$ cat config.mk
export PLATFORM = sky130hd
export DESIGN_NAME = poc_ocw_top
export DESIGN_NICKNAME = d
export VERILOG_FILES = /design/src/logic/poc_pkg.sv /design/src/logic/poc_res_if.sv /design/src/logic/poc_ocw_top.sv /design/src/logic/poc_prio_res.sv
export SDC_FILE = /design/constraint.sdc
export NUM_CORES = 1
export LEC_CHECK = 0
export BUFFER_PORTS_ARGS = -buffer_cell sky130_fd_sc_hd__buf_4
export CAP_MARGIN = 10
export CORE_ASPECT_RATIO = 2
export CORE_MARGIN = 1
export CORE_UTILIZATION = 35
export CTS_BUF_LIST = sky130_fd_sc_hd__clkbuf_4
export CTS_CLUSTER_DIAMETER = 60
export DETAILED_ROUTE_END_ITERATION = 10
export GPL_ROUTABILITY_DRIVEN = 0
export GPL_TIMING_DRIVEN = 0
export SLEW_MARGIN = 10
export SYNTH_ARGS = -nofsm -noshare
export SYNTH_HDL_FRONTEND = slang
export SYNTH_SLANG_ARGS = --single-unit
$ cat constraint.sdc
create_clock -name mclk_in -period 7 [get_ports mclk_in]
set_input_delay 0.35 -clock mclk_in [delete_from_list [all_inputs] [get_ports mclk_in]]
set_output_delay 0.35 -clock mclk_in [all_outputs]
set_load 0.02 [all_outputs]
$ cat src/logic/poc_pkg.sv
package poc_pkg;
   // even command ports of the two controllers
   localparam logic [15:0] MASTER_PORT = 16'h0020;
   localparam logic [15:0] SLAVE_PORT = 16'h00A0;
   localparam int NUM_CTRL = 2;
   localparam int NUM_LVL = 8;
   // command word field positions
   localparam int CMD_HI = 7;
   localparam int CMD_LO = 5;
   localparam int LVL_SEL_BIT = 6;
   localparam int SEL_HI = 4;
   localparam int SEL_LO = 3;
   localparam int INIT_BIT = 4;
   localparam int SMM_BIT = 6;
   localparam int SPECIAL_MASK_ENABLE_GATE_BIT = 5;
   localparam int POLL_BIT = 2;
   localparam int RD_EN_BIT = 1;
   localparam int RD_ISR_BIT = 0;
   // word select patterns in bits 4:3
   localparam logic [1:0] SEL_ROT_EOI = 2'h0;
   localparam logic [1:0] SEL_MASK_POLL = 2'h1;
   // rotate and end-of-interrupt command codes
   localparam logic [2:0] CMD_AEOI_CLR = 3'h0;
   localparam logic [2:0] CMD_NS_EOI = 3'h1;
   localparam logic [2:0] CMD_NOP = 3'h2;
   localparam logic [2:0] CMD_SP_EOI = 3'h3;
   localparam logic [2:0] CMD_AEOI_SET = 3'h4;
   localparam logic [2:0] CMD_ROT_NS_EOI = 3'h5;
   localparam logic [2:0] CMD_SET_PRIO = 3'h6;
   localparam logic [2:0] CMD_ROT_SP_EOI = 3'h7;
   // lowest-priority level after reset, level 0 then highest
   localparam logic [2:0] LOW_LVL_RST = 3'h7;
   // poll answer layout
   localparam int POLL_HIT_BIT = 7;
endpackage

$ cat src/logic/poc_res_if.sv
`timescale 1ns/10ps
`default_nettype none
// carries one latch and its rotation base to a priority resolver
interface poc_res_if;
   logic [7:0] req;
   logic [2:0] low;
   logic hit;
   logic [2:0] lvl;
   modport client (output req, output low, input hit, input lvl);
   modport resolver (input req, input low, output hit, output lvl);
endinterface
`default_nettype wire

$ cat src/logic/poc_ocw_top.sv
`timescale 1ns/10ps
`default_nettype none
// operational command words of a master and slave controller pair
module poc_ocw_top
   import poc_pkg::*;
(
   input wire logic mclk_in, // system clock
   input wire logic srst_in, // synchronous reset, also bus reset
   input wire logic [15:0] io_addr_in, // port address
   input wire logic io_wr_in, // port write strobe
   input wire logic io_rd_in, // port read strobe
   input wire logic [7:0] io_wdata_in, // port write data
   input wire logic [15:0] irr_in, // request latches, slave high
   input wire logic [15:0] isr_in, // in-service latches, slave high
   input wire logic [1:0] inta_done_in, // auto end happened
   input wire logic [5:0] inta_lvl_in, // level of that auto end
   output logic [7:0] io_rdata_out, // read data for even ports
   output logic io_rdata_vld_out, // read data valid pulse
   output logic [15:0] isr_clr_out, // in-service clear pulses
   output logic [5:0] prio_low_out, // lowest-priority level each
   output logic [1:0] special_mask_out, // special mask mode each
   output logic [1:0] rot_aeoi_out, // rotate on auto end each
   output logic [1:0] poll_ack_out, // poll acknowledge pulse
   output logic [5:0] poll_lvl_out // level acknowledged by poll
);

   typedef struct packed {
      logic [1:0][2:0] low_lvl;
      logic [1:0] rot_aeoi;
      logic [1:0] special_mask_flag;
      logic [1:0] rd_isr;
      logic [1:0] poll_pend;
      logic [7:0] rdata;
      logic rdata_vld;
      logic [15:0] isr_clr;
      logic [1:0] poll_ack;
      logic [1:0][2:0] poll_lvl;
   } poc_state_t;

   poc_state_t st;
   poc_state_t next_st;

   // one-hot mask of a level
   function automatic logic [7:0] lvl_mask(input logic [2:0] lvl);
      lvl_mask = 8'h01 << lvl;
   endfunction

   // port address of a controller
   function automatic logic [15:0] ctrl_port(input int c);
      ctrl_port = (c == 0) ? MASTER_PORT : SLAVE_PORT;
   endfunction

   // resolver results, per controller
   logic [1:0] isr_hit;
   logic [1:0][2:0] isr_lvl;
   logic [1:0] irr_hit;
   logic [1:0][2:0] irr_lvl;

   poc_res_if isr_res[NUM_CTRL] ();
   poc_res_if irr_res[NUM_CTRL] ();

   // one resolver each for in-service and request latch
   for (genvar g = 0; g < NUM_CTRL; g++) begin : g_res
      assign isr_res[g].req = isr_in[g*8 +: 8];
      assign isr_res[g].low = st.low_lvl[g];
      assign irr_res[g].req = irr_in[g*8 +: 8];
      assign irr_res[g].low = st.low_lvl[g];
      assign isr_hit[g] = isr_res[g].hit;
      assign isr_lvl[g] = isr_res[g].lvl;
      assign irr_hit[g] = irr_res[g].hit;
      assign irr_lvl[g] = irr_res[g].lvl;
      poc_prio_res u_isr_res (
         .res (isr_res[g])
      );
      poc_prio_res u_irr_res (
         .res (irr_res[g])
      );
   end

   // command decode and read path
   always_comb begin
      logic wr_hit;
      logic rd_hit;
      logic [2:0] cmd;
      logic [2:0] lvl;
      logic [7:0] clr;
      wr_hit = 1'b0;
      rd_hit = 1'b0;
      cmd = 3'h0;
      lvl = 3'h0;
      clr = 8'h00;
      next_st = st;
      next_st.rdata_vld = 1'b0;
      next_st.isr_clr = 16'h0000;
      next_st.poll_ack = 2'h0;
      for (int c = 0; c < NUM_CTRL; c++) begin
         wr_hit = io_wr_in && (io_addr_in == ctrl_port(c));
         rd_hit = io_rd_in && (io_addr_in == ctrl_port(c));
         cmd = io_wdata_in[CMD_HI:CMD_LO];
         lvl = io_wdata_in[2:0];
         clr = 8'h00;
         // auto end rotates when the rotate mode is on
         if (inta_done_in[c] && st.rot_aeoi[c]) begin
            next_st.low_lvl[c] = inta_lvl_in[c*3 +: 3];
         end
         if (wr_hit && io_wdata_in[INIT_BIT]) begin
            // init word restarts the operational state
            next_st.low_lvl[c] = LOW_LVL_RST;
            next_st.rot_aeoi[c] = 1'b0;
            next_st.special_mask_flag[c] = 1'b0;
            next_st.rd_isr[c] = 1'b0;
            next_st.poll_pend[c] = 1'b0;
         end else if (wr_hit &&
               io_wdata_in[SEL_HI:SEL_LO] == SEL_ROT_EOI) begin
            case (cmd)
               CMD_NS_EOI: begin
                  // level bits unused here, winner comes from the latch
                  if (isr_hit[c]) begin
                     clr = lvl_mask(isr_lvl[c]);
                  end
               end
               CMD_SP_EOI: begin
                  clr = lvl_mask(lvl);
               end
               CMD_ROT_NS_EOI: begin
                  if (isr_hit[c]) begin
                     clr = lvl_mask(isr_lvl[c]);
                     next_st.low_lvl[c] = isr_lvl[c];
                  end
               end
               CMD_AEOI_SET: begin
                  next_st.rot_aeoi[c] = 1'b1;
               end
               CMD_AEOI_CLR: begin
                  next_st.rot_aeoi[c] = 1'b0;
               end
               CMD_ROT_SP_EOI: begin
                  clr = lvl_mask(lvl);
                  next_st.low_lvl[c] = lvl;
               end
               CMD_SET_PRIO: begin
                  next_st.low_lvl[c] = lvl;
               end
               CMD_NOP: begin
                  clr = 8'h00;
               end
               default: begin
                  clr = 8'h00;
               end
            endcase
         end else if (wr_hit &&
               io_wdata_in[SEL_HI:SEL_LO] == SEL_MASK_POLL) begin
            // special mask changes only through the gate
            if (io_wdata_in[SPECIAL_MASK_ENABLE_GATE_BIT]) begin
               next_st.special_mask_flag[c] = io_wdata_in[SMM_BIT];
            end
            if (io_wdata_in[POLL_BIT]) begin
               next_st.poll_pend[c] = 1'b1;
            end
            if (io_wdata_in[RD_EN_BIT]) begin
               next_st.rd_isr[c] = io_wdata_in[RD_ISR_BIT];
            end
         end
         next_st.isr_clr[c*8 +: 8] = clr;
         // even-port read: poll answer or selected latch
         if (rd_hit) begin
            next_st.rdata_vld = 1'b1;
            if (st.poll_pend[c]) begin
               next_st.poll_pend[c] = 1'b0;
               next_st.rdata = {irr_hit[c], 4'h0, irr_lvl[c]};
               next_st.poll_ack[c] = irr_hit[c];
               next_st.poll_lvl[c] = irr_lvl[c];
            end else if (st.rd_isr[c]) begin
               next_st.rdata = isr_in[c*8 +: 8];
            end else begin
               next_st.rdata = irr_in[c*8 +: 8];
            end
         end
      end
   end

   // state register with reset to fully nested operation
   always_ff @(posedge mclk_in) begin
      if (srst_in) begin
         st.low_lvl <= {LOW_LVL_RST, LOW_LVL_RST};
         st.rot_aeoi <= 2'h0;
         st.special_mask_flag <= 2'h0;
         st.rd_isr <= 2'h0;
         st.poll_pend <= 2'h0;
         st.rdata <= 8'h00;
         st.rdata_vld <= 1'b0;
         st.isr_clr <= 16'h0000;
         st.poll_ack <= 2'h0;
         st.poll_lvl <= 6'h00;
      end else begin
         st <= next_st;
      end
   end

   // outputs straight from the state flops
   assign io_rdata_out = st.rdata;
   assign io_rdata_vld_out = st.rdata_vld;
   assign isr_clr_out = st.isr_clr;
   assign prio_low_out = st.low_lvl;
   assign special_mask_out = st.special_mask_flag;
   assign rot_aeoi_out = st.rot_aeoi;
   assign poll_ack_out = st.poll_ack;
   assign poll_lvl_out = st.poll_lvl;

endmodule
`default_nettype wire

$ cat src/logic/poc_prio_res.sv
`timescale 1ns/10ps
`default_nettype none
// finds the highest-priority set bit, counting upward after low
module poc_prio_res
   import poc_pkg::*;
(
   poc_res_if.resolver res // latch in, winning level out
);
   logic [2:0] idx;
   // scan downward so the nearest level after low wins
   always_comb begin
      idx = 3'h0;
      res.hit = 1'b0;
      res.lvl = 3'h0;
      for (int i = NUM_LVL - 1; i >= 0; i--) begin
         idx = 3'(res.low + 3'(i) + 3'h1);
         if (res.req[idx]) begin
            res.hit = 1'b1;
            res.lvl = idx;
         end
      end
   end
endmodule
`default_nettype wire

Word level (Yosys, flattened, before mapping)
Cells that the tools add are included.
{ "totals": {"inputBits": 68, "output_inout_bits": 43, "wordCells": 270, "ff_bits": 47} }
{ "op_classes": {"order_cmp": 16, "add_sub_neg": 28, "n_mux": 158, "n_reduce_logical": 33, "shifts": 3, "n_eq_ne": 9, "bitwise_logic": 6} }
{ "ops": {"columns": ["cell", "n"], "rows": [
  ["3-bit 2-to-1 mux", 38],
  ["1-bit binary-select mux with 3-bit select", 32],
  ["1-bit 2-to-1 mux", 75],
  ["3-bit by 4-bit less-than comparator with 1-bit output (second input constant)", 16],
  ["3-bit by 1-bit adder with 3-bit output (second input constant)", 16],
  ["8-bit 2-to-1 mux", 6],
  ["8-bit one-hot mux with 2 select lines", 2],
  ["3-bit adder (second input constant)", 8],
  ["1-bit by 3-bit left shift with 8-bit output (first input constant)", 3],
  ["16-bit by 6-bit == test with 1-bit output (second input constant)", 1],
  ["16-bit by 8-bit == test with 1-bit output (second input constant)", 1],
  ["3-bit by 2-bit adder with 3-bit output (second input constant)", 4],
  ["3-bit == test (second input constant)", 4],
  ["1-bit logical AND", 12],
  ["3-bit one-hot mux with 2 select lines", 2],
  ["3-bit AND reduction", 4],
  ["3-bit OR reduction", 4],
  ["10-bit 2-to-1 mux", 1],
  ["2-bit OR reduction", 5],
  ["9-bit 2-to-1 mux", 1],
  ["2-bit AND reduction", 4],
  ["1-bit inverter", 6],
  ["2-bit nonzero test", 2],
  ["3-bit by 1-bit == test with 1-bit output (second input constant)", 1],
  ["5 further kinds", 5]
]} }

Depth between registers and ports, before layout
Gate-level depths: netlist of run 1.
{ "depth": {"depth_word": 15, "depth_mapped": 15, "mapped_depth_nobuf": 9} }

Cells and area by module
From an unflattened synthesis of run 1, not the netlist that was laid out.
{ "unflattened": {"cells_unflattened": 765, "hier_area_um2": 6573.8} }
{ "modules_own_cells": {"columns": ["mod", "seq_area_each_um2", "cells_each", "area_per_inst_um2", "n_inst"], "rows": [
  ["poc_ocw_top", 940.9, 353, 2917.8, 1],
  ["poc_prio_res at g_res[0].u_irr_res ...", 0.0, 104, 944.7, 3],
  ["poc_prio_res at g_res[1].u_isr_res", 0.0, 100, 822.0, 1]
]} }

Least setup slack after synthesis of run 1
OpenSTA, ideal clock, no wires.
{ "synth_timing": {"path_type": "register to register", "start": "reg st, in the netlist irr_res[0].low[0]", "end": "reg st, in the netlist isr_clr_out[2]", "t_arrival_ps": 3617, "required_ps": 6877, "stages_incl_launch_ff": 16, "setup_slack_ps": 3260, "setup_time_ps": 123, "synth_period_minus_slack_ps": 3740, "n_path_buf": 6, "cell_sequence": "dfxtp_1 > buf_6 > buf_6 > buf_2 > buf_1 > inv_1 > ha_1 > buf_2 > buf_2 > mux4_2 > mux2i_2 > o21ai_1 > a311o_1 > a31o_2 > o211ai_1 > o22ai_1"} }
{ "synth_between": {"elab_chain_cells": 15, "elab_cells_between_ends": 49, "cone_classes": "14 x add/sub; 1 x shift; 34 x mux"} }
{ "synth_lines": {"columns": ["item", "line", "text"], "rows": [
  ["from (decl)", "poc_ocw_top.sv:40", "poc_state_t st;"],
  ["from (signal assigned)", "poc_ocw_top.sv:196", "st <= next_st;"],
  ["3-bit adder", "poc_prio_res.sv:16", "idx = 3'(res.low + 3'(i) + 3'h1);"],
  ["3-bit by 1-bit adder with 3-bit output", "poc_prio_res.sv:16", null],
  ["1-bit binary-select mux with 3-bit select", "poc_prio_res.sv:17", "if (res.req[idx]) begin"],
  ["1-bit 2-to-1 mux (implied by the code)", "poc_prio_res.sv:17", null],
  ["3-bit 2-to-1 mux (8 in series)", "poc_prio_res.sv:17", null],
  ["1-bit by 3-bit left shift with 8-bit output", "poc_ocw_top.sv:45", "lvl_mask = 8'h01 << lvl;"],
  ["8-bit 2-to-1 mux (*)", "poc_ocw_top.sv:118, poc_ocw_top.sv:126", null],
  ["8-bit one-hot mux with 2 select lines (*)", "poc_ocw_top.sv:115", "case (cmd)"]
]} }
Mark *: on every way between the ends. The rest lies on a longest branch, timed or not. The select of a mux whose other input is x is not followed.
A chain may end at the register's enable or synchronous reset.

Worst setup path in the final report of run 1
{ "layout_timing": {"start": "reg st, in the netlist irr_res[0].low[0]", "end": "reg st, in the netlist irr_res[0].low[2]"} }
{ "layout_between": {"elab_chain_cells": 15, "elab_cells_between_ends": 49, "cone_classes": "14 x add/sub; 35 x mux"} }
{ "layout_lines": {"columns": ["item", "line", "text"], "rows": [
  ["3-bit adder", "poc_prio_res.sv:16", null],
  ["3-bit by 1-bit adder with 3-bit output", "poc_prio_res.sv:16", null],
  ["1-bit binary-select mux with 3-bit select", "poc_prio_res.sv:17", null],
  ["1-bit 2-to-1 mux (implied by the code)", "poc_prio_res.sv:17", null],
  ["3-bit 2-to-1 mux / 1-bit 2-to-1 mux (equally long branches) (8 in series)", "poc_prio_res.sv:17", null],
  ["3-bit 2-to-1 mux (*)", "poc_ocw_top.sv:126", "if (isr_hit[c]) begin"],
  ["3-bit one-hot mux with 2 select lines (*)", "poc_ocw_top.sv:115", null],
  ["3-bit 2-to-1 mux (*)", "poc_ocw_top.sv:113", "end else if (wr_hit &&"]
]} }
Marks and branches as above.

==> impl_metrics.json, run 1 <==
{
  "status": "complete, no violations",
  "vdd_ir_drop_max_mv": 0.107,
  "cp-endpoint": "irr_res[0].low[2]",
  "regToRegSetupSlack_ns": 2.29,
  "cts_tree": "built",
  "cp.required_ns": 7.25,
  "yosysTopAreaCell": "mux4_2",
  "ys_seq_elements": 47,
  "clk_latency_ns": 0.39,
  "ios": 111,
  "hold_start": "io_wdata_in[7]",
  "wl_per_cell_um": 21.1,
  "worst_slew_pin_slew_ns": 0.918,
  "syn_area_per_cell_um2": 9.02,
  "preCtsSetupSlack_ns": 2.39,
  "dpl.hpwl_mm": 17.1,
  "hold_path.class": "input pin to register",
  "drt_iter0_markers": 320,
  "fill_cells": 1724,
  "cp_slowest_cell": "buf_1",
  "multi_input_area_um2": 4510,
  "die_h_um": 188,
  "grt_overflow_total": 0,
  "synth.cell_area_um2": 6060,
  "nets": 862,
  "vias": 6160,
  "synth_area_leaders": "mux4_2 17%, dfxtp_1 16%, mux2i_1 7.8%",
  "postCtsResizedCells": 0,
  "async_flop_share_pct": 0,
  "cts_buffers": 5,
  "antenna_found_initial": 1,
  "drive_gt1_share_pct": 35.2,
  "setup_viol": 0,
  "num_rows": 67,
  "yosys.cell_types.count": 82,
  "synth_cells": 672,
  "yosysWarnings": 0,
  "grt_pass1_wl_mm": 32.1,
  "clock-root-buffer": "clkbuf_4",
  "clock_skew_ns": 0.0123,
  "critPathCaptureType": "register",
  "cap_viol_max_count": 0,
  "cp_max_fo": 10,
  "reg2reg_from": "irr_res[0].low[0]",
  "grt_pass1_vias": 6112,
  "grt_start_max_net_pins": 16,
  "slowest_delay_ns": 0.48,
  "rsz0062_at_grt": "no",
  "vias_per_cell": 6.18,
  "clock_sinks": 47,
  "cts.reportedPaths.clkPinSlew_ns": 0.15,
  "dr.pass1.iters": 5,
  "cts_htree_levels": 2,
  "grt_usage_pct": 23.8,
  "clock_path_buffers": 2,
  "fin_tns_setup_ns": 0,
  "drc": 0,
  "report.final.slew_viol_count": 0,
  "ys.flop_type": "dfxtp_1",
  "start_util_pct": 36.0,
  "yosysTopAreaCellShare_pct": 17.1,
  "cpMostUsedCell": "buf_2",
  "critical_path_arrival_ns": 4.96,
  "core_um2": 16800,
  "numPortBuffers": 109,
  "critPathKind": "register to register",
  "final_common_cell": "buf_4",
  "seq_area_frac_synth_pct": 15.5,
  "rr_endpoint": "irr_res[0].low[2]",
  "fmax_ghz": 0.212,
  "hold_viol_final": 0,
  "cts_setup_buffers": 0,
  "start_kind": "register",
  "synth_edf_count": 0,
  "synth_nets": 746,
  "fp.dieW_um": 95.1,
  "mostFrequentLayoutCells": "156 x buf_4, 54 x nand2_1, 53 x nor2_1, 47 x mux2i_1, 47 x dfxtp_1",
  "die-area_um2": 17900,
  "ant_nets": 0,
  "finalCriticalPeriod_ns": 4.71,
  "area_growth_pct": 19.5,
  "r2r_cells": 15,
  "cts_hold_buf": 0,
  "period_share_pct": 67.3,
  "ff_latch_area_um2": 941,
  "cellLeakagePower_uw": 0.00306,
  "setup_slack_ns": 2.29,
  "drt-total-wl_mm": 21.0,
  "powerDensity_nw_per_um2": 90.9,
  "max_slew_margin_pct": 38.6,
  "path_cells": "buf_6, buf_6, buf_2, buf_1, inv_1, ha_1, buf_2, buf_2, mux4_2, a221oi_1, o221ai_1, a31oi_1, a211oi_1, nor2_1, o221ai_1",
  "worstSetupStartpoint": "irr_res[0].low[0]"
}
metal layers:
metal	part of all wire [%]	global-route usage, %	vias up
met1	32	22.8	2932
met2	56	45.7	303
li1	-	-	2835
met4	6.2	16.4	0
met5	0	0	-
met3	5.6	1.82	90
metrics by stage:
stage | total power (uW) | utilization, % | instances | hold WS, ns | cell area (um^2)
floorplan | 376 | - | 672 | 0.437 | 6060
global placement | 452 | 42.4 | 988 | 0.447 | 7140
detailed placement | 453 | 42.4 | 988 | 0.448 | 7140
CTS | 661 | 43.0 | 996 | 0.212 | 7240
global route | 686 | 43.0 | 997 | 0.235 | 7250
finish | 658 | 43.0 | 997 | 0.234 | 7250
registers in the layout, summed over array words and instances, names as in the netlist:
name,count
poll_lvl_out,6
special_mask_out,2
st,4
rot_aeoi_out,2
irr_res.low,6
io_rdata_vld_out,1
isr_clr_out,16
io_rdata_out,8
poll_ack_out,2
how the worst min path moves through the flow:
stage | endpoint | slack [ns] | cells after the start
2_1_floorplan | poll_lvl_out[0] | 0.44 | 2
3_3_place_gp | poll_lvl_out[2] | 0.45 | 2
3_5_place_dp | poll_lvl_out[2] | 0.45 | 2
4_1_cts | rot_aeoi_out[0] | 0.21 | 3
5_1_grt | rot_aeoi_out[0] | 0.24 | 3
6_report | rot_aeoi_out[1] | 0.23 | 3
critical path, delay by kind of cell, from the launching register on:
| kind | cells | cell delay [ns] |
|---|---|---|
| AOI/OAI and AO/OA | 5 | 1.05 |
| adders and majority gates | 1 | 0.42 |
| buffers and inverters | 7 | 1.91 |
| DFF | 1 | 0.41 |
| muxes | 1 | 0.41 |
| and+or+nand+nor | 1 | 0.35 |
Yosys cell counts, types with 13 or more instances:
master and n:
a21oi_1 43, nand2_1 54, buf_2 15, dfxtp_1 47, nor2_1 53, o21ai_0 14, inv_1 20, mux2_2 22
o22ai_1 15, buf_4 47, nand3_1 16, mux2i_1 47, a31oi_1 13, o221ai_1 13, mux4_2 46, nor3_1 13
clkbuf_1 13
cells by family after synthesis:
kind of cell	synth area share, %
AND/OR/NAND/NOR	16.5
AO/OA/AOI/OAI	21.5
multiplexers	33.1
buffers and inverters	10.1
flip-flops	15.5
XOR/XNOR	2.04
adder cells (fa/ha/maj)	1.24
report_power, final:
part	switching (uW)	leakage [uW]	total (uW)	internal [uW]
sequential	0.00109	0.000379	268	268
clock	96.2	0.0000514	207	111
combinational	98.2	0.00263	184	85.4
area by class of cell:
type	instances	area share [%]
inverters	22	1.14
repair buffers	109	11.3
multi-input cells	522	62.2
clock buffers	5	0.518
well taps	207	3.57
clock inverters	3	0.932
flip-flops and latches	47	13.0
plain buffers	81	7.30
diodes	1	0.0345
Note: power is estimated with default switching activity, not from simulation.
==> run 2: changes to the inputs <==
Clock period 7 ns to 4.07 ns, I/O delays scaled along.
==> impl_metrics.json, run 2 (synthesized netlist as in run 1, its figures left out) <==
{
  "vias_per_cell": 6.16,
  "path_cells": "buf_2, buf_6, inv_1, ha_1, buf_4, mux4_2, mux2_2, nor3b_1, a211oi_1, o211ai_1, or2_1, o32ai_1",
  "die-area_um2": 17900,
  "cts_htree_levels": 2,
  "p_int_uw": 799,
  "start_util_pct": 36.0,
  "grt_start_max_net_pins": 20,
  "drt-total-wl_mm": 20.9,
  "critPathTopFamily": "buffers and inverters",
  "drive_gt1_share_pct": 36.2,
  "period_share_pct": 95.1,
  "fp.dieW_um": 95.1,
  "cts_tree": "built",
  "status": "complete, no violations",
  "slowest_delay_ns": 0.55,
  "grt_overflow_total": 0,
  "vdd_ir_drop_max_mv": 0.186,
  "dr.pass1.iters": 5,
  "report.final.slew_viol_count": 0,
  "finalCriticalPeriod_ns": 3.87,
  "path_buf_inv": 4,
  "ios": 111,
  "ant_nets": 0,
  "clock_skew_ns": 0.0154,
  "p_seq_share_pct": 40.5,
  "setup_viol": 0,
  "largest_reg_flops": 16,
  "rsz0062_at_grt": "no",
  "switchingPower_uw": 339,
  "numPortBuffers": 109,
  "clock-root-buffer": "clkbuf_4",
  "hold_path.class": "input pin to register",
  "dpl_cell_area_um2": 7140,
  "cp_slowest_cell": "mux4_2",
  "hold_viol_final": 0,
  "finish.instance_area_um2": 7290,
  "ff_latch_area_um2": 942,
  "dpl.hpwl_mm": 17.1,
  "vias": 6132,
  "fmax_ghz": 0.258,
  "die_h_um": 188,
  "worst_slew_pin_slew_ns": 0.820,
  "powerDensity_nw_per_um2": 156,
  "num_rows": 67,
  "cp.required_ns": 4.37,
  "nets": 860,
  "grt_pass1_wl_mm": 32.1,
  "grt_usage_pct": 23.7,
  "fill_cells": 1729,
  "preCtsSetupSlack_ns": -0.543,
  "wl_per_cell_um": 21.0,
  "antenna_found_initial": 1,
  "core_um2": 16800,
  "cts_buffers": 5,
  "setup_slack_ns": 0.199,
  "critPathKind": "register to register",
  "multi_input_area_um2": 4540,
  "power.share.switching_pct": 29.8,
  "cap_viol_max_count": 0,
  "start_kind": "register",
  "clock_path_buffers": 2,
  "final_common_cell": "buf_4",
  "clk_latency_ns": 0.40,
  "critical_path_arrival_ns": 4.17,
  "cp_max_fo": 19,
  "critPathCaptureType": "register",
  "drt_iter0_markers": 313,
  "cellLeakagePower_uw": 0.00308,
  "cts.reportedPaths.clkPinSlew_ns": 0.15,
  "drc": 0,
  "cts_hold_buf": 0,
  "clock_sinks": 47,
  "grt_pass1_vias": 6094,
  "area_growth_pct": 20.2,
  "mostFrequentLayoutCells": "155 x buf_4, 54 x nand2_1, 52 x nor2_1",
  "combPwrFrac_pct": 27.9,
  "p_clk_share_pct": 31.7,
  "max_slew_margin_pct": 45.1
}
[run 2: cell types whose count changed in the layout (fill, tap and decap cells not counted), sizes merged]
cell / before / now
buf: 177 / 173
clkbuf: 18 / 20
[run 2: power by group through the flow]
stage / registers (uW) / clock network, uW / logic (uW)
floorplan: 470 / 0 / 177
global placement: 470 / 0 / 307
detailed placement: 470 / 0 / 309
CTS: 460 / 367 / 310
global route: 460 / 382 / 339
finish: 460 / 360 / 317
[run 2: cell type report]
type / instances / area share (%)
antenna: 1 / 0.0343
buffer: 79 / 7.38
clock buffer: 5 / 0.515
clock inverter: 3 / 0.927
inverter: 22 / 1.15
multi-input combinational: 522 / 62.3
sequential: 47 / 12.9
tap: 207 / 3.55
timing repair buffer: 109 / 11.2
[run 2: stage by stage]
step	setup TNS (ns)	total power, uW	util [%]	cells	hold slack (ns)
after CTS	0	1140	43.0	994	0.0651
after floorplan	0	647	-	672	0.347
final	0	1140	43.2	995	0.0777
after global routing	0	1180	43.2	995	0.0884
after global placement	-7.18	777	42.4	988	0.447
after detailed placement	-6.66	779	42.4	988	0.448
[run 2: metal layers]
metal | vias up | global-route usage (%) | share of wire, %
met4 | 0 | 16.0 | 6.1
met5 | - | 0 | 0
met1 | 2926 | 22.8 | 32
met3 | 90 | 1.82 | 5.2
li1 | 2825 | - | -
met2 | 291 | 45.6 | 57
[run 2: path summary, 6_finish.rpt]
path | endpoint | depth (start not counted) | slack, ns | from
worst min register to register | poll_lvl_out[2] | 2 | 0.46 | poll_lvl_out[2]
worst max register to register | isr_clr_out[9] | 12 | 0.20 | irr_res[1].low[1]
worst min-delay path | rot_aeoi_out[0] | 3 | 0.08 | io_wdata_in[7]
worst max-delay path | isr_clr_out[9] | 12 | 0.20 | irr_res[1].low[1]
[run 2: worst min-delay path: cells and delay by family]
kind / cells / cell delay [ns]
buffers and inverters: 1 / 0.11
AND/OR/NAND/NOR: 1 / 0.07
multiplexers: 1 / 0.07
[run 2: repair_timing]
| item | 4_1_cts | 5_1_grt |
|---|---|---|
| buffers inserted | 0 | 0 |
| gates cloned | 0 | 0 |
| setup endpoints to repair | 24 | 20 |
| gates resized for setup | 5 | 10 |
==> run 3: changes to the inputs <==
Settings changed: SYNTH_HIERARCHICAL set to 1.
==> impl_metrics.json, run 3 <==
{
  "seq_area_frac_synth_pct": 14.3,
  "period_share_pct": 94.3,
  "nets": 955,
  "clock_sinks": 47,
  "synth_area_leaders": "dfxtp_1 14%, mux4_2 11%, mux2i_1 6.9%",
  "clk_latency_ns": 0.40,
  "synthXorXnorAreaFrac_pct": 2.68,
  "reg2reg_from": "irr_res[0].low[0]",
  "yosysTopAreaCellShare_pct": 14.3,
  "dr.pass1.iters": 5,
  "ant_nets": 0,
  "mostFrequentLayoutCells": "146 x buf_4, 73 x nand2_1, 61 x a21oi_1, 45 x dfxtp_1, 44 x mux2i_1",
  "max_slew_margin_pct": 52.2,
  "ff_latch_area_um2": 943,
  "clock-root-buffer": "clkbuf_4",
  "synth_commonest_cells": "73 x nand2_1, 62 x a21oi_1, 47 x dfxtp_1, 45 x mux2i_1, 43 x nor2_1",
  "yosysTopAreaCell": "dfxtp_1",
  "fill_cells": 1872,
  "rsz0062_at_grt": "no",
  "start_util_pct": 35.9,
  "drive_gt1_share_pct": 32.4,
  "async_flop_share_pct": 0,
  "drc": 0,
  "instances_no_fill": 1095,
  "synth_compound_area_share_pct": 19.8,
  "synth_cells": 765,
  "grt_overflow_total": 0,
  "cp_slowest_cell": "mux4_2",
  "slowest_delay_ns": 0.63,
  "synth.cell_area_um2": 6570,
  "cts_tree": "built",
  "cp-endpoint": "isr_clr_out[1]",
  "largest_reg_flops": 16,
  "multi_input_area_um2": 4880,
  "area_growth_pct": 17.6,
  "die-area_um2": 19400,
  "wl_per_cell_um": 18.9,
  "regToRegSetupSlack_ns": 0.23,
  "power_uw": 1090,
  "cts_buffers": 5,
  "cts_htree_levels": 2,
  "r2r_cells": 14,
  "antenna_found_initial": 1,
  "critPathKind": "register to register",
  "grt_pass1_wl_mm": 33.2,
  "synth_top_family_by_area": "multiplexers",
  "cap_viol_max_count": 0,
  "ys.flop_type": "dfxtp_1",
  "fp.dieW_um": 98.9,
  "fin_tns_setup_ns": 0,
  "vias_per_cell": 5.92,
  "path_cells": "buf_6, buf_12, inv_2, ha_1, buf_2, mux4_2, mux2i_2, o21ai_1, a211o_1, nor4_1, a311o_1, nor2b_1, nand2_1, a21oi_1",
  "hold_viol_final": 0,
  "cp.required_ns": 4.40,
  "critical_path_arrival_ns": 4.17,
  "worstSetupStartpoint": "irr_res[0].low[0]",
  "dpl.hpwl_mm": 16.9,
  "numPortBuffers": 104,
  "powerDensity_nw_per_um2": 141,
  "cp_max_fo": 10,
  "clock_skew_ns": 0.00932,
  "rr_endpoint": "isr_clr_out[1]",
  "hold_path.class": "input pin to register",
  "num_rows": 70,
  "yosys.area_share.simple_pct": 20.6,
  "syn_area_per_cell_um2": 8.59,
  "cellLeakagePower_uw": 0.00316,
  "vias": 6483,
  "grt_pass1_vias": 6500,
  "worst_slew_pin_slew_ns": 0.708,
  "grt_start_max_net_pins": 16,
  "yosysWarnings": 6,
  "drt-total-wl_mm": 20.7,
  "vdd_ir_drop_max_mv": 0.113,
  "synth_nets": 844,
  "report.final.slew_viol_count": 0,
  "ys_seq_elements": 47,
  "synthMuxAreaShare_pct": 28.9,
  "synth_edf_count": 0,
  "cts.reportedPaths.clkPinSlew_ns": 0.15,
  "ios": 111,
  "core_um2": 18300,
  "status": "complete, no violations",
  "dp.cells": 1085,
  "yosys.cell_types.count": 80,
  "grt_usage_pct": 21.5,
  "clock_path_buffers": 2,
  "setup_viol": 0,
  "yosysMostFrequentCell": "nand2_1",
  "synthAdderAreaFrac_pct": 2.09,
  "drt_iter0_markers": 398,
  "finalCriticalPeriod_ns": 3.84,
  "final_common_cell": "buf_4",
  "critPathCaptureType": "register",
  "start_kind": "register",
  "fmax_ghz": 0.261,
  "die_h_um": 196
}
-- run 3: changes by cell type in the layout (fill, tap and decap cells not counted), moves of 9 or more --
cell / change
o21ai_0: +20
nand2_1: +19
a21oi_1: +18
o221ai_1: -13
clkbuf_1: +12
mux2_1: +12
mux4_2: -12
o32ai_1: -10
a211oi_1: -9
buf_4: -9
nor2_1: -9
o22ai_1: -9
-- run 3: worst min-delay path by stage --
| stage | to | from | cells after the start |
|---|---|---|---|
| finish | rot_aeoi_out[1] | io_wdata_in[3] | 4 |
| floorplan | rot_aeoi_out[0] | srst_in | 2 |
| detailed placement | io_rdata_out[3] | io_rdata_out[3] | 2 |
| CTS | rot_aeoi_out[1] | io_wdata_in[3] | 4 |
| global placement | io_rdata_out[6] | io_rdata_out[6] | 2 |
| global route | rot_aeoi_out[1] | io_wdata_in[3] | 4 |
-- run 3: cell families (layout without fill, tap and decap cells) --
| kind of cell | Yosys count | in the layout |
|---|---|---|
| buffers and inverters | 115 | 227 |
| flip-flops | 47 | 47 |
| multiplexers | 128 | 128 |
| other | 0 | 2 |
| XOR/XNOR | 15 | 15 |
| AO/OA/AOI/OAI | 200 | 200 |
| AND/OR/NAND/NOR | 249 | 249 |
| adder cells (fa/ha/maj) | 11 | 11 |
-- run 3: area by class of cell --
cell class / count / share of cell area [%]
antenna: 2 / 0.0647
tap: 216 / 3.50
buffer: 91 / 8.79
timing repair buffer: 104 / 10.1
clock inverter: 3 / 0.550
multi-input combinational: 603 / 63.1
clock buffer: 5 / 0.486
sequential: 47 / 12.2
inverter: 24 / 1.17
-- run 3: through the flow --
stage                     instance area (um^2)  hold WS, ns  setup slack (ns)  util (%)
after floorplan                           6570        0.400             0.677         -
after global placement                    7620        0.445            -0.251      41.7
after detailed placement                  7620        0.456            -0.127      41.7
after CTS                                 7710        0.128            0.0519      42.1
after global routing                      7730        0.151            0.0255      42.2
final                                     7730        0.133             0.233      42.2
-- run 3: power breakdown --
part	switching (uW)	leakage, uW	internal, uW
clock network	168	0.0000432	130
logic	187	0.00274	150
registers	0.00177	0.000378	460
total	355	0.00316	739
-- run 3: timing repair --
item / in CTS / in global routing
gates resized for setup: 2 / 9
setup buffers: 0 / 0
setup endpoints to repair: 5 / 11
hold buffers: 0 / 0
-- run 3: layer usage --
metal,wire (um),global-route usage (%)
met4,849,10.9
met3,772,1.67
met2,11700,42.9
met5,0,0
met1,7350,21.6
-- run 3: worst max-delay path, delay by kind of cell, from the launching register on --
kind            cells  cell delay [ns]
fa+ha+maj           1             0.28
flops               1             0.55
simple gates        3             0.51
buf+inv             4             0.62
mux                 2             0.97
compound gates      4             0.83
